## src/rtca_pkg.sv

```systemverilog
// Package with register map, field layouts and timing constants of the core
package rtca_pkg;

	// ****************************************************************
	// Widths and timing
	// ****************************************************************
	localparam int RTCA_AW           = 8;
	localparam int RTCA_DW           = 8;
	localparam int RTCA_MEM_AW       = 7;
	localparam int RTCA_MEM_WORDS    = 128;
	localparam int RTCA_OSC_HZ       = 32768;
	localparam int RTCA_DIV_W        = 15;
	localparam int RTCA_CLK_MHZ      = 200;
	localparam int RTCA_PULSE_MS     = 250;
	localparam int RTCA_PULSE_CYCLES = RTCA_PULSE_MS * RTCA_CLK_MHZ * 1000;
	localparam int RTCA_PULSE_W      = 26;
	localparam int RTCA_LEVELS       = 6;

	// ****************************************************************
	// Register offsets
	// ****************************************************************
	localparam logic [7:0] RTCA_REG_SEC    = 8'h00;
	localparam logic [7:0] RTCA_REG_MIN    = 8'h01;
	localparam logic [7:0] RTCA_REG_HOUR   = 8'h02;
	localparam logic [7:0] RTCA_REG_DATE   = 8'h03;
	localparam logic [7:0] RTCA_REG_MONTH  = 8'h04;
	localparam logic [7:0] RTCA_REG_YEAR   = 8'h05;
	localparam logic [7:0] RTCA_REG_WDAY   = 8'h06;
	localparam logic [7:0] RTCA_REG_STATUS = 8'h07;
	localparam logic [7:0] RTCA_REG_CTRL   = 8'h08;
	localparam logic [7:0] RTCA_REG_FOUT   = 8'h09;
	localparam logic [7:0] RTCA_REG_BROWN  = 8'h0A;
	localparam logic [7:0] RTCA_REG_BATT   = 8'h0B;
	localparam logic [7:0] RTCA_REG_ALM0   = 8'h10;
	localparam logic [7:0] RTCA_REG_ALM5   = 8'h15;
	localparam logic [7:0] RTCA_REG_DST0   = 8'h20;
	localparam logic [7:0] RTCA_REG_DST5   = 8'h25;
	localparam logic [7:0] RTCA_MEM_BASE   = 8'h80;

	// ****************************************************************
	// Field positions
	// ****************************************************************
	localparam int RTCA_ST_ALARM   = 0;
	localparam int RTCA_ST_BROWN   = 1;
	localparam int RTCA_ST_FROZEN  = 2;
	localparam int RTCA_ST_SUMMER  = 3;
	localparam int RTCA_CT_ALM_EN  = 0;
	localparam int RTCA_CT_REPEAT  = 1;
	localparam int RTCA_CT_AUTOCLR = 2;
	localparam int RTCA_CT_SUMMER  = 3;
	localparam int RTCA_CT_IRQ_EN  = 4;
	localparam int RTCA_ALM_EN_BIT = 7;

	// ****************************************************************
	// Carriers
	// ****************************************************************
	typedef struct packed {
		logic [6:0] year;
		logic [3:0] month;
		logic [4:0] date;
		logic [2:0] wday;
		logic [4:0] hour;
		logic [5:0] min;
		logic [5:0] sec;
	} rtca_time_t;

	// Enables in order sec, min, hour, date, month, wday
	typedef struct packed {
		logic [5:0] en;
		rtca_time_t val;
	} rtca_alarm_t;

	typedef struct packed {
		logic [3:0] month;
		logic [4:0] date;
		logic [4:0] hour;
	} rtca_dst_point_t;

	localparam rtca_time_t RTCA_TIME_RST = '{year: 7'h00, month: 4'h1,
		date: 5'h01, wday: 3'h0, hour: 5'h00, min: 6'h00, sec: 6'h00};
	localparam logic [7:0] RTCA_CTRL_RST = 8'h00;
	localparam logic [2:0] RTCA_LEVEL_RST = 3'h0;

	// Years 00..99 stand for 2000..2099, so every fourth year is leap
	function automatic logic [4:0] rtca_month_days(input logic [3:0] m,
		input logic [6:0] y);
		logic [4:0] d;
		d = 5'h1F;
		if (m == 4'h4 || m == 4'h6 || m == 4'h9 || m == 4'hB) begin
			d = 5'h1E;
		end else if (m == 4'h2) begin
			d = (y[1:0] == 2'h0) ? 5'h1D : 5'h1C;
		end
		return d;
	endfunction : rtca_month_days

endpackage : rtca_pkg

```

## src/rtca_mem.sv

```systemverilog
// User memory with a registered read port shared by the register read path
module rtca_mem
	import rtca_pkg::*;
(
	input  wire logic                       clk_i,
	input  wire logic                       rstn_i,
	input  wire logic                       we_i,
	input  wire logic                       mem_sel_i,
	input  wire logic [rtca_pkg::RTCA_MEM_AW-1:0] addr_i,
	input  wire logic [rtca_pkg::RTCA_DW-1:0]     wdata_i,
	input  wire logic                       rd_i,
	input  wire logic [rtca_pkg::RTCA_DW-1:0]     reg_data_i,
	output logic      [rtca_pkg::RTCA_DW-1:0]     rdata_o
);
	import rtca_pkg::*;

	// No reset on the array: contents survive while the core keeps power
	logic [RTCA_DW-1:0] mem [RTCA_MEM_WORDS];

	always_ff @(posedge clk_i) begin
		if (we_i && mem_sel_i) begin
			mem[addr_i] <= wdata_i;
		end
	end

	// Read data stand only in the cycle after the read
	always_ff @(posedge clk_i or negedge rstn_i) begin
		if (!rstn_i) begin
			rdata_o <= 8'h00;
		end else if (rd_i && mem_sel_i) begin
			rdata_o <= mem[addr_i];
		end else if (rd_i) begin
			rdata_o <= reg_data_i;
		end else begin
			rdata_o <= 8'h00;
		end
	end

endmodule : rtca_mem

```

## src/rtca_core.sv

```systemverilog
// Clock, calendar, alarm, supply monitor and frequency output core
// Functional notes
// - Separate counters for seconds, minutes, hours, date, month, year, weekday.
// - Calendar correct through 2099 with automatic leap day.
// - Summer time shift applied automatically from host start and end points.
// - Alarm fires when clock matches programmed comparison value while frequency output is off.
// - Match sets pollable alarm flag, or drives interrupt pin if enabled.
// - Repeating mode re-triggers on every recurring match.
// - Interrupt pin is open drain, active low, signals alarm.
// - Outside repeating mode, interrupt stays low until the alarm flag is cleared.
// - With auto clear, reading status clears flag and, outside repeating mode, releases interrupt.
// - Backup supply warnings below 85% and 75% kept in monitor register.
// - Brown-out trip point chosen from six levels.
// - Low supply reset pin pulled low while main supply below trip.
// - On backup supply the serial bus is ignored.
// - Serial data pin only pulls low or releases.
// - Frequency output open drain, rate and enable set by host.
// - 128 bytes user memory kept on backup supply.
// - Timebase from crystal or external 32.768kHz clock at oscillator input.
// - Repeating mode pulls interrupt low 250ms and sets flag.
// - Brown-out flag clears when host reads it while main supply is above trip.
// - After total power loss clock frozen until a clock register write.
module rtca_core
	import rtca_pkg::*;
#(
	parameter int unsigned PULSE_CYCLES = rtca_pkg::RTCA_PULSE_CYCLES
) (
	input  wire logic                          clk_i,
	input  wire logic                          rstn_i,
	input  wire logic [rtca_pkg::RTCA_AW-1:0]  addr_i,
	input  wire logic [rtca_pkg::RTCA_DW-1:0]  wdata_i,
	input  wire logic                          wr_i,
	input  wire logic                          rd_i,
	output logic      [rtca_pkg::RTCA_DW-1:0]  rdata_o,
	input  wire logic                          osc_in_i,
	input  wire logic                          on_backup_i,
	input  wire logic [rtca_pkg::RTCA_LEVELS-1:0] supply_below_i,
	input  wire logic                          backup_below_85_i,
	input  wire logic                          backup_below_75_i,
	input  wire logic                          sda_pull_i,
	output logic                               sda_o,
	output logic                               sda_oe_o,
	output logic                               irq_oe_o,
	output logic                               fout_oe_o,
	output logic                               low_supply_reset_oe_o
);
	import rtca_pkg::*;

	// ****************************************************************
	// State
	// ****************************************************************
	rtca_time_t             now;
	rtca_time_t             next_now;
	rtca_alarm_t            alarm;
	rtca_dst_point_t        dst_start;
	rtca_dst_point_t        dst_end;
	logic                   summer_active;
	logic                   next_summer;
	logic                   running;
	logic [7:0]             ctrl;
	logic [3:0]             fout_sel;
	logic [2:0]             level;
	logic [1:0]             backup_level_monitor;
	logic                   alarm_flag;
	logic                   brownout_flag;
	logic                   osc_q;
	logic [RTCA_DIV_W-1:0]  div;
	logic                   tick_q;
	logic [RTCA_PULSE_W-1:0] pulse_cnt;
	logic [RTCA_DW-1:0]     reg_data;

	// ****************************************************************
	// Bus gating and decode
	// ****************************************************************
	logic wr;
	logic rd;
	logic time_wr;
	logic status_rd;
	logic osc_edge;
	logic sec_tick;
	logic below_trip;
	logic alarm_match;
	logic alarm_fire;
	logic fout_on;
	logic [2:0] lvl_sel;

	assign wr        = wr_i && !on_backup_i;
	assign rd        = rd_i && !on_backup_i;
	assign time_wr   = wr && (addr_i <= RTCA_REG_WDAY);
	assign status_rd = rd && (addr_i == RTCA_REG_STATUS);

	// ****************************************************************
	// Timebase
	// ****************************************************************
	// Edges of the oscillator input; crystal or direct drive look alike
	assign osc_edge = osc_in_i && !osc_q;
	// A clock register write in the tick cycle wins; that second is then not counted
	assign sec_tick = osc_edge && (div == '1) && running && !time_wr;

	always_ff @(posedge clk_i or negedge rstn_i) begin
		if (!rstn_i) begin
			osc_q <= 1'b0;
		end else begin
			osc_q <= osc_in_i;
		end
	end

	always_ff @(posedge clk_i or negedge rstn_i) begin
		if (!rstn_i) begin
			div <= '0;
		end else if (wr && addr_i == RTCA_REG_SEC) begin
			div <= '0;
		end else if (osc_edge) begin
			div <= div + 1'b1;
		end
	end

	always_ff @(posedge clk_i or negedge rstn_i) begin
		if (!rstn_i) begin
			tick_q <= 1'b0;
		end else begin
			tick_q <= sec_tick;
		end
	end

	// ****************************************************************
	// Calendar increment
	// ****************************************************************
	always_comb begin
		next_now    = now;
		next_summer = summer_active;
		if (sec_tick) begin
			if (now.sec == 6'd59) begin
				next_now.sec = 6'd0;
				if (now.min == 6'd59) begin
					next_now.min = 6'd0;
					next_now.hour = (now.hour == 5'd23) ? 5'd0 :
						now.hour + 5'd1;
					if (ctrl[RTCA_CT_SUMMER] && !summer_active &&
						now.month == dst_start.month &&
						now.date == dst_start.date &&
						next_now.hour == dst_start.hour) begin
						next_now.hour = next_now.hour + 5'd1;
						next_summer = 1'b1;
					end else if (ctrl[RTCA_CT_SUMMER] && summer_active &&
						now.month == dst_end.month &&
						now.date == dst_end.date &&
						next_now.hour == dst_end.hour) begin
						next_now.hour = now.hour;
						next_summer = 1'b0;
					end
					if (now.hour == 5'd23 && next_now.hour == 5'd0) begin
						next_now.wday = (now.wday == 3'd6) ? 3'd0 :
							now.wday + 3'd1;
						if (now.date == rtca_month_days(now.month,
							now.year)) begin
							next_now.date = 5'd1;
							if (now.month == 4'd12) begin
								next_now.month = 4'd1;
								next_now.year = (now.year == 7'd99) ?
									7'd0 : now.year + 7'd1;
							end else begin
								next_now.month = now.month + 4'd1;
							end
						end else begin
							next_now.date = now.date + 5'd1;
						end
					end
				end else begin
					next_now.min = now.min + 6'd1;
				end
			end else begin
				next_now.sec = now.sec + 6'd1;
			end
		end
	end

	always_ff @(posedge clk_i or negedge rstn_i) begin
		if (!rstn_i) begin
			now <= RTCA_TIME_RST;
		end else if (time_wr) begin
			if (addr_i == RTCA_REG_SEC) begin
				now.sec <= wdata_i[5:0];
			end else if (addr_i == RTCA_REG_MIN) begin
				now.min <= wdata_i[5:0];
			end else if (addr_i == RTCA_REG_HOUR) begin
				now.hour <= wdata_i[4:0];
			end else if (addr_i == RTCA_REG_DATE) begin
				now.date <= wdata_i[4:0];
			end else if (addr_i == RTCA_REG_MONTH) begin
				now.month <= wdata_i[3:0];
			end else if (addr_i == RTCA_REG_YEAR) begin
				now.year <= wdata_i[6:0];
			end else begin
				now.wday <= wdata_i[2:0];
			end
		end else begin
			now <= next_now;
		end
	end

	always_ff @(posedge clk_i or negedge rstn_i) begin
		if (!rstn_i) begin
			summer_active <= 1'b0;
		end else if (!ctrl[RTCA_CT_SUMMER]) begin
			summer_active <= 1'b0;
		end else begin
			summer_active <= next_summer;
		end
	end

	// Reset stands for loss of both supplies
	always_ff @(posedge clk_i or negedge rstn_i) begin
		if (!rstn_i) begin
			running <= 1'b0;
		end else if (time_wr) begin
			running <= 1'b1;
		end
	end

	// ****************************************************************
	// Configuration registers
	// ****************************************************************
	always_ff @(posedge clk_i or negedge rstn_i) begin
		if (!rstn_i) begin
			ctrl <= RTCA_CTRL_RST;
		end else if (wr && addr_i == RTCA_REG_CTRL) begin
			ctrl <= wdata_i;
		end else if (alarm_fire && !ctrl[RTCA_CT_REPEAT]) begin
			// Single event: disarm after one match
			ctrl[RTCA_CT_ALM_EN] <= 1'b0;
		end
	end

	always_ff @(posedge clk_i or negedge rstn_i) begin
		if (!rstn_i) begin
			fout_sel <= 4'h0;
			level    <= RTCA_LEVEL_RST;
		end else if (wr && addr_i == RTCA_REG_FOUT) begin
			fout_sel <= wdata_i[3:0];
		end else if (wr && addr_i == RTCA_REG_BROWN) begin
			level <= wdata_i[2:0];
		end
	end

	always_ff @(posedge clk_i or negedge rstn_i) begin
		if (!rstn_i) begin
			alarm <= '0;
		end else if (wr && addr_i == RTCA_REG_ALM0) begin
			alarm.en[0] <= wdata_i[RTCA_ALM_EN_BIT];
			alarm.val.sec <= wdata_i[5:0];
		end else if (wr && addr_i == RTCA_REG_ALM0 + 8'h01) begin
			alarm.en[1] <= wdata_i[RTCA_ALM_EN_BIT];
			alarm.val.min <= wdata_i[5:0];
		end else if (wr && addr_i == RTCA_REG_ALM0 + 8'h02) begin
			alarm.en[2] <= wdata_i[RTCA_ALM_EN_BIT];
			alarm.val.hour <= wdata_i[4:0];
		end else if (wr && addr_i == RTCA_REG_ALM0 + 8'h03) begin
			alarm.en[3] <= wdata_i[RTCA_ALM_EN_BIT];
			alarm.val.date <= wdata_i[4:0];
		end else if (wr && addr_i == RTCA_REG_ALM0 + 8'h04) begin
			alarm.en[4] <= wdata_i[RTCA_ALM_EN_BIT];
			alarm.val.month <= wdata_i[3:0];
		end else if (wr && addr_i == RTCA_REG_ALM5) begin
			alarm.en[5] <= wdata_i[RTCA_ALM_EN_BIT];
			alarm.val.wday <= wdata_i[2:0];
		end
	end

	always_ff @(posedge clk_i or negedge rstn_i) begin
		if (!rstn_i) begin
			dst_start <= '0;
			dst_end   <= '0;
		end else if (wr && addr_i == RTCA_REG_DST0) begin
			dst_start.month <= wdata_i[3:0];
		end else if (wr && addr_i == RTCA_REG_DST0 + 8'h01) begin
			dst_start.date <= wdata_i[4:0];
		end else if (wr && addr_i == RTCA_REG_DST0 + 8'h02) begin
			dst_start.hour <= wdata_i[4:0];
		end else if (wr && addr_i == RTCA_REG_DST0 + 8'h03) begin
			dst_end.month <= wdata_i[3:0];
		end else if (wr && addr_i == RTCA_REG_DST0 + 8'h04) begin
			dst_end.date <= wdata_i[4:0];
		end else if (wr && addr_i == RTCA_REG_DST5) begin
			dst_end.hour <= wdata_i[4:0];
		end
	end

	// ****************************************************************
	// Alarm
	// ****************************************************************
	assign fout_on = (fout_sel != 4'h0);
	assign alarm_match =
		(!alarm.en[0] || now.sec == alarm.val.sec) &&
		(!alarm.en[1] || now.min == alarm.val.min) &&
		(!alarm.en[2] || now.hour == alarm.val.hour) &&
		(!alarm.en[3] || now.date == alarm.val.date) &&
		(!alarm.en[4] || now.month == alarm.val.month) &&
		(!alarm.en[5] || now.wday == alarm.val.wday);
	// Checked once per second, the cycle after the counters moved
	assign alarm_fire = tick_q && ctrl[RTCA_CT_ALM_EN] && !fout_on &&
		alarm_match;

	// Set wins over clear in the same cycle
	always_ff @(posedge clk_i or negedge rstn_i) begin
		if (!rstn_i) begin
			alarm_flag <= 1'b0;
		end else if (alarm_fire) begin
			alarm_flag <= 1'b1;
		end else if (status_rd && ctrl[RTCA_CT_AUTOCLR]) begin
			alarm_flag <= 1'b0;
		end else if (wr && addr_i == RTCA_REG_STATUS &&
			wdata_i[RTCA_ST_ALARM]) begin
			alarm_flag <= 1'b0;
		end
	end

	always_ff @(posedge clk_i or negedge rstn_i) begin
		if (!rstn_i) begin
			pulse_cnt <= '0;
		end else if (alarm_fire && ctrl[RTCA_CT_REPEAT]) begin
			pulse_cnt <= RTCA_PULSE_W'(PULSE_CYCLES);
		end else if (pulse_cnt != '0) begin
			pulse_cnt <= pulse_cnt - 1'b1;
		end
	end

	always_ff @(posedge clk_i or negedge rstn_i) begin
		if (!rstn_i) begin
			irq_oe_o <= 1'b0;
		end else if (!ctrl[RTCA_CT_IRQ_EN]) begin
			irq_oe_o <= 1'b0;
		end else if (ctrl[RTCA_CT_REPEAT]) begin
			irq_oe_o <= (pulse_cnt != '0);
		end else begin
			irq_oe_o <= alarm_flag;
		end
	end

	// ****************************************************************
	// Supply monitors
	// ****************************************************************
	// Codes above the sixth level fall back to the highest one
	assign lvl_sel = (level > 3'd5) ? 3'd5 : level;
	assign below_trip = supply_below_i[lvl_sel];

	always_ff @(posedge clk_i or negedge rstn_i) begin
		if (!rstn_i) begin
			brownout_flag <= 1'b0;
		end else if (below_trip) begin
			brownout_flag <= 1'b1;
		end else if (status_rd) begin
			brownout_flag <= 1'b0;
		end
	end

	always_ff @(posedge clk_i or negedge rstn_i) begin
		if (!rstn_i) begin
			low_supply_reset_oe_o <= 1'b0;
		end else begin
			low_supply_reset_oe_o <= below_trip;
		end
	end

	genvar gi;
	for (gi = 0; gi < 2; gi++) begin : g_batt
		logic below;
		assign below = (gi == 0) ? backup_below_85_i : backup_below_75_i;
		always_ff @(posedge clk_i or negedge rstn_i) begin
			if (!rstn_i) begin
				backup_level_monitor[gi] <= 1'b0;
			end else if (below) begin
				backup_level_monitor[gi] <= 1'b1;
			end else if (wr && addr_i == RTCA_REG_BATT && wdata_i[gi]) begin
				backup_level_monitor[gi] <= 1'b0;
			end
		end
	end

	// ****************************************************************
	// Pins
	// ****************************************************************
	always_ff @(posedge clk_i or negedge rstn_i) begin
		if (!rstn_i) begin
			fout_oe_o <= 1'b0;
			sda_o     <= 1'b0;
			sda_oe_o  <= 1'b0;
		end else begin
			fout_oe_o <= fout_on && !div[fout_sel - 4'h1];
			sda_o     <= 1'b0;
			sda_oe_o  <= sda_pull_i && !on_backup_i;
		end
	end

	// ****************************************************************
	// Read mux
	// ****************************************************************
	always_comb begin
		reg_data = 8'h00;
		if (addr_i == RTCA_REG_SEC) begin
			reg_data = {2'b00, now.sec};
		end else if (addr_i == RTCA_REG_MIN) begin
			reg_data = {2'b00, now.min};
		end else if (addr_i == RTCA_REG_HOUR) begin
			reg_data = {3'b000, now.hour};
		end else if (addr_i == RTCA_REG_DATE) begin
			reg_data = {3'b000, now.date};
		end else if (addr_i == RTCA_REG_MONTH) begin
			reg_data = {4'h0, now.month};
		end else if (addr_i == RTCA_REG_YEAR) begin
			reg_data = {1'b0, now.year};
		end else if (addr_i == RTCA_REG_WDAY) begin
			reg_data = {5'h00, now.wday};
		end else if (addr_i == RTCA_REG_STATUS) begin
			reg_data = {4'h0, summer_active, !running, brownout_flag,
				alarm_flag};
		end else if (addr_i == RTCA_REG_CTRL) begin
			reg_data = ctrl;
		end else if (addr_i == RTCA_REG_FOUT) begin
			reg_data = {4'h0, fout_sel};
		end else if (addr_i == RTCA_REG_BROWN) begin
			reg_data = {5'h00, level};
		end else if (addr_i == RTCA_REG_BATT) begin
			reg_data = {6'h00, backup_level_monitor};
		end else if (addr_i == RTCA_REG_ALM0) begin
			reg_data = {alarm.en[0], 1'b0, alarm.val.sec};
		end else if (addr_i == RTCA_REG_ALM0 + 8'h01) begin
			reg_data = {alarm.en[1], 1'b0, alarm.val.min};
		end else if (addr_i == RTCA_REG_ALM0 + 8'h02) begin
			reg_data = {alarm.en[2], 2'b00, alarm.val.hour};
		end else if (addr_i == RTCA_REG_ALM0 + 8'h03) begin
			reg_data = {alarm.en[3], 2'b00, alarm.val.date};
		end else if (addr_i == RTCA_REG_ALM0 + 8'h04) begin
			reg_data = {alarm.en[4], 3'b000, alarm.val.month};
		end else if (addr_i == RTCA_REG_ALM5) begin
			reg_data = {alarm.en[5], 4'h0, alarm.val.wday};
		end else if (addr_i == RTCA_REG_DST0) begin
			reg_data = {4'h0, dst_start.month};
		end else if (addr_i == RTCA_REG_DST0 + 8'h01) begin
			reg_data = {3'b000, dst_start.date};
		end else if (addr_i == RTCA_REG_DST0 + 8'h02) begin
			reg_data = {3'b000, dst_start.hour};
		end else if (addr_i == RTCA_REG_DST0 + 8'h03) begin
			reg_data = {4'h0, dst_end.month};
		end else if (addr_i == RTCA_REG_DST0 + 8'h04) begin
			reg_data = {3'b000, dst_end.date};
		end else if (addr_i == RTCA_REG_DST5) begin
			reg_data = {3'b000, dst_end.hour};
		end
	end

	rtca_mem u_mem (
		.clk_i      (clk_i),
		.rstn_i     (rstn_i),
		.we_i       (wr),
		.mem_sel_i  (addr_i[7]),
		.addr_i     (addr_i[RTCA_MEM_AW-1:0]),
		.wdata_i    (wdata_i),
		.rd_i       (rd),
		.reg_data_i (reg_data),
		.rdata_o    (rdata_o)
	);

endmodule : rtca_core

```

## config.mk

```make
export PLATFORM = sky130hd
export DESIGN_NAME = rtca_core
export DESIGN_NICKNAME = d
export VERILOG_FILES = /design/src/rtca_pkg.sv /design/src/rtca_mem.sv /design/src/rtca_core.sv
export SDC_FILE = /design/constraint.sdc
export NUM_CORES = 2
export LEC_CHECK = 0
export ABC_AREA = 1
export BUFFER_PORTS_ARGS = -buffer_cell sky130_fd_sc_hd__clkbuf_2
export CAP_MARGIN = 20
export CORE_MARGIN = 1.5
export CORE_UTILIZATION = 34
export CTS_CLUSTER_SIZE = 30
export DETAILED_ROUTE_END_ITERATION = 8
export HOLD_SLACK_MARGIN = 0.06
export SETUP_SLACK_MARGIN = 0.02
export SYNTH_ARGS = -nofsm -noshare
export SYNTH_HDL_FRONTEND = slang
export SYNTH_SLANG_ARGS = --single-unit
```

## constraint.sdc

```tcl
create_clock -name clk_i -period 6.4 [get_ports clk_i]
set_input_delay 1.92 -clock clk_i [delete_from_list [all_inputs] [get_ports clk_i]]
set_output_delay 1.92 -clock clk_i [all_outputs]
set_load 0.05 [all_outputs]
```

==> results.md <==
* Slew HR at between 20% and 30%
* CTS Sinks at 1199
* CP Cell Sequence: clkbuf_2 -> inv_2 -> nand2_1 -> inv_8 -> buf_4 -> a22oi_1 -> a21oi_1 -> nor4_1 -> o22a_1 -> o21ai_0 -> o221ai_1 -> o21ai_0
* Die area at between 100000 and 150000 um^2
* Tcrit/Tclk final at ~73%
* HPWL after DPL at ~90 mm
* Drt total wl at ~140 mm
* H-tree Lvls at 3
* PwrDens at slightly below 300 nW/um^2
* Status: complete, no violations
* RSZ-0062 raised after global routing: false
* Synthesis-stage register bit count at between 1000 and 1500
* CP Launch Type: input port
* Max-cap viol count at 0
* Synth Area in Adders at 0.3827%
* Post-Synth XOR/XNOR Area at 0.8547%
* Top FF cell, synth: edfxtp_1
* Core Area at 143300 um^2
* Post-Syn Area at 49040 um^2
* Fmax at 214.1 MHz
* Synthesized instance count at 3824
* # DRC at 0
* Dpl cell area at 51700 um^2
* R2R Setup Slk at 3.19 ns
* Total GRT Usage at 18.93%
* First-pass GRT wire length at 208.4 mm
* I/O pin cnt at 44
* Worst-path clk slew at 0.06 ns
* Final setup viols at 0
* Sequential fraction of the synthesis area at 71.64%
* Die W at 382.8 um
* Synth Area in Compound Gates at 14.38%
* Critical R2R Launch: now[13]$_DFFE_PN0P_
* Endpoint type of the worst setup path: flop
* Synthesized Nets at 3870
* Yosys warns at 0
* Postcts setup bufs at 0
* Power share of the clock group at 42.4%
* Seq pwr share at a little over half
* Routability congestion estimate at 0.9467
* CTS Root Cell: clkbuf_16
* Top cell by count, worst path: o21ai_0
* Syn Area/Cell at between 10 and 15 um^2
* Grt ovf at 0
* Post-synthesis cell type count at 73
* Logic pwr share at 5.3%
* Nets at about 3900
* FP Rows at 139
* Initial core utilization at approximately a third
* Inserted Clock Buffers at ~120
* Power Internal at between 10 and 15 mW
* Max Slew Vio Count at 0
* Measured slew at the worst slew-check pin at 1.158 ns
* Leak at 18.72 nW
* Setup TNS at 0 ns
* Hold-fix buffers, CTS at 0
* TritonCTS clock tree: yes
* Min Clock Period, post-route at 4.671 ns
* Vias in the first global route at 30883
* CTS Buffer Depth at 3
* Critical path class: input port to flop
* Clk_lat worst skew at roughly 0.76 ns
* Sw Pwr at 3.714 mW
* Main combinational cell family by area after synthesis: compound AO/OA/AOI/OAI gates
* Initial antenna violation count at 10
* DRT Pass-1 Iters at 5
* Hold WC Path Type: flop to flop
* Final Hold Vio Count at 0
* Area growth, synth to finish at 13.40%
* Post-synth EDFFs at 1024
* Share of layout cells above drive strength 1 at 10.07%
* Die height at 382.8 um
* Final Cell Area at 55610 um^2
* WP data arrival at 5.23 ns
* Crit-path max FO at 97
* Critical path's largest stage delay at 0.76 ns
* Post-synth ARST share at roughly 15%
* Worst VDD drop at roughly 0.21 mV
* Multiplexer share of the synthesized area at 0.02296%
* Synth Area in Simple Gates at 9.489%
* Vias per inst at about 5.5
* Clk_skew at approximately 0.067 ns
* DRT iter0 DRCs at 3833
* Final antenna-violating net count at 0
* Worst Reg-to-Reg Cells at 17
* Avg WL per Cell at 24.00 um
* Req. time, crit path at 6.96 ns
* CTS resizes at 0
* Terminus of the critical flop-to-flop path: now[35]$_DFFE_PN0P_
* Hold Path Sink: ctrl[7]$_DFFE_PN0P_
* Worst-path cell with the longest stage delay: nor4_1
* Total chip power at 16.44 mW
* DR vias at around 33000
* Sw Share at 22.59%
* Hold Crit Start: ctrl[7]$_DFFE_PN0P_
* Hold path cells at 2
* Largest net degree at the start of global routing at 114
* Buffers on Ports at 42
[cell usage after synthesis, types with 4 or more instances]
| cell | count | area share [%] |
|---|---|---|
| edfxtp_1 | 1024 | 63 |
| a22oi_1 | 515 | 7.9 |
| nand2_1 | 473 | 3.6 |
| a21oi_1 | 329 | 3.4 |
| nor2_1 | 298 | 2.3 |
| inv_1 | 186 | 1.4 |
| dfrtp_1 | 173 | 8.8 |
| o21ai_0 | 151 | 1.5 |
| clkbuf_1 | 127 | 0.97 |
| nor3_1 | 88 | 0.90 |
| nand3_1 | 86 | 0.88 |
| xor2_1 | 34 | 0.61 |
| nor4_1 | 31 | 0.40 |
| inv_2 | 26 | 0.20 |
| nand4_1 | 26 | 0.33 |
| buf_1 | 23 | 0.18 |
| buf_2 | 23 | 0.23 |
| ha_1 | 15 | 0.38 |
| o21ai_1 | 15 | 0.15 |
| nand2_2 | 14 | 0.18 |
| xnor2_1 | 12 | 0.21 |
| o21ai_2 | 11 | 0.20 |
| o211ai_1 | 10 | 0.15 |
| nor2_2 | 9 | 0.11 |
| a211oi_1 | 8 | 0.12 |
| a31oi_1 | 7 | 0.089 |
| nand2_4 | 7 | 0.16 |
| o22ai_1 | 7 | 0.089 |
| a221oi_1 | 6 | 0.11 |
| buf_4 | 5 | 0.077 |
| clkinv_1 | 5 | 0.038 |
| o21a_1 | 5 | 0.077 |
| nand3b_1 | 4 | 0.061 |
| nor2_4 | 4 | 0.092 |
| o221ai_1 | 4 | 0.071 |
| o311ai_0 | 4 | 0.071 |
| or2_1 | 4 | 0.051 |
[state kept, by name (all words and copies together) (netlist names), 2 cells and up]
name	count
now	36
ctrl	8
level	3
fout_sel	4
backup_level_monitor	2
dst_start	14
u_mem.rdata_o	8
dst_end	14
pulse_cnt	26
alarm	35
div	15
u_mem.mem	1024
[per-stage QoR]
step	setup slack [ns]	utilization [%]	hold slack (ns)	cells
detailed placement	1.153	36.08	0.4740	5667
global placement	1.096	36.08	0.4659	5667
global route	1.637	38.80	0.5026	5887
finish	1.729	38.80	0.4864	5887
floorplan	2.542	-	0.4530	3824
CTS	1.906	38.80	0.4890	5885
[worst max-delay path, delay by kind of cell]
kind	cells	cell delay, ns
buffers and inverters	4	1.00
AO/OA/AOI/OAI	6	1.19
AND/OR/NAND/NOR	2	0.99
[worst max-delay path by stage]
stage	start	slack (ns)	endpoint	cells after the start
detailed placement	addr_i[1]	1.15	u_mem.rdata_o[0]$_DFF_PN0_	19
global placement	addr_i[1]	1.10	u_mem.rdata_o[0]$_DFF_PN0_	19
floorplan	addr_i[0]	2.54	u_mem.mem[74][0]$_DFFE_PP_	7
CTS	addr_i[1]	1.91	u_mem.rdata_o[4]$_DFF_PN0_	13
finish	addr_i[1]	1.73	u_mem.rdata_o[7]$_DFF_PN0_	12
global route	addr_i[1]	1.64	u_mem.rdata_o[7]$_DFF_PN0_	12
[final cells by class]
type / count / area, um^2
Fill cell: 13514 / 87700
Sequential cell: 1199 / 35130
Clock inverter: 71 / 716.9
Antenna cell: 2 / 5.005
Multi-Input combinational cell: 2224 / 12350
Timing Repair Buffer: 121 / 994.7
Inverter: 220 / 847.1
Tap cell: 1903 / 2381
Clock buffer: 147 / 3183
[per-layer routing]
layer | part of all wire (%) | global-route usage [%]
met1 | 43 | 27.28
met2 | 46 | 29.05
met3 | 8.6 | 3.048
met4 | 2.9 | 6.290
met5 | 0.033 | 0
[logic make-up (layout without fill, tap and decap cells)]
kind of cell    count (synthesis)  in the layout
compound gates               1096           1096
xor+xnor                       47             47
fa+ha+maj                      15             15
buf+inv                       401            559
flops                        1199           1199
mux                             1              1
other cells                     1              3
simple gates                 1064           1064
[cell usage in the layout (no fill, tap or decap), types with 30 or more instances in the layout]
master,count
a21oi_1,329
a22oi_1,515
buf_4,74
clkbuf_16,119
clkbuf_2,33
clkinv_2,30
dfrtp_1,173
edfxtp_1,1024
inv_1,184
nand2_1,472
nand3_1,86
nor2_1,297
nor3_1,86
nor4_1,31
o21ai_0,151
xor2_1,34
[power groups by stage]
stage | Combinational (mW) | Clock [mW] | Sequential [mW]
after floorplan | 0.428 | 0 | 8.74
after CTS | 0.868 | 7.06 | 8.59
after detailed placement | 0.866 | 0 | 8.75
after global placement | 0.859 | 0 | 8.75
after global routing | 0.941 | 7.35 | 8.59
final | 0.873 | 6.98 | 8.59
Power figures use the tool's default switching activity.
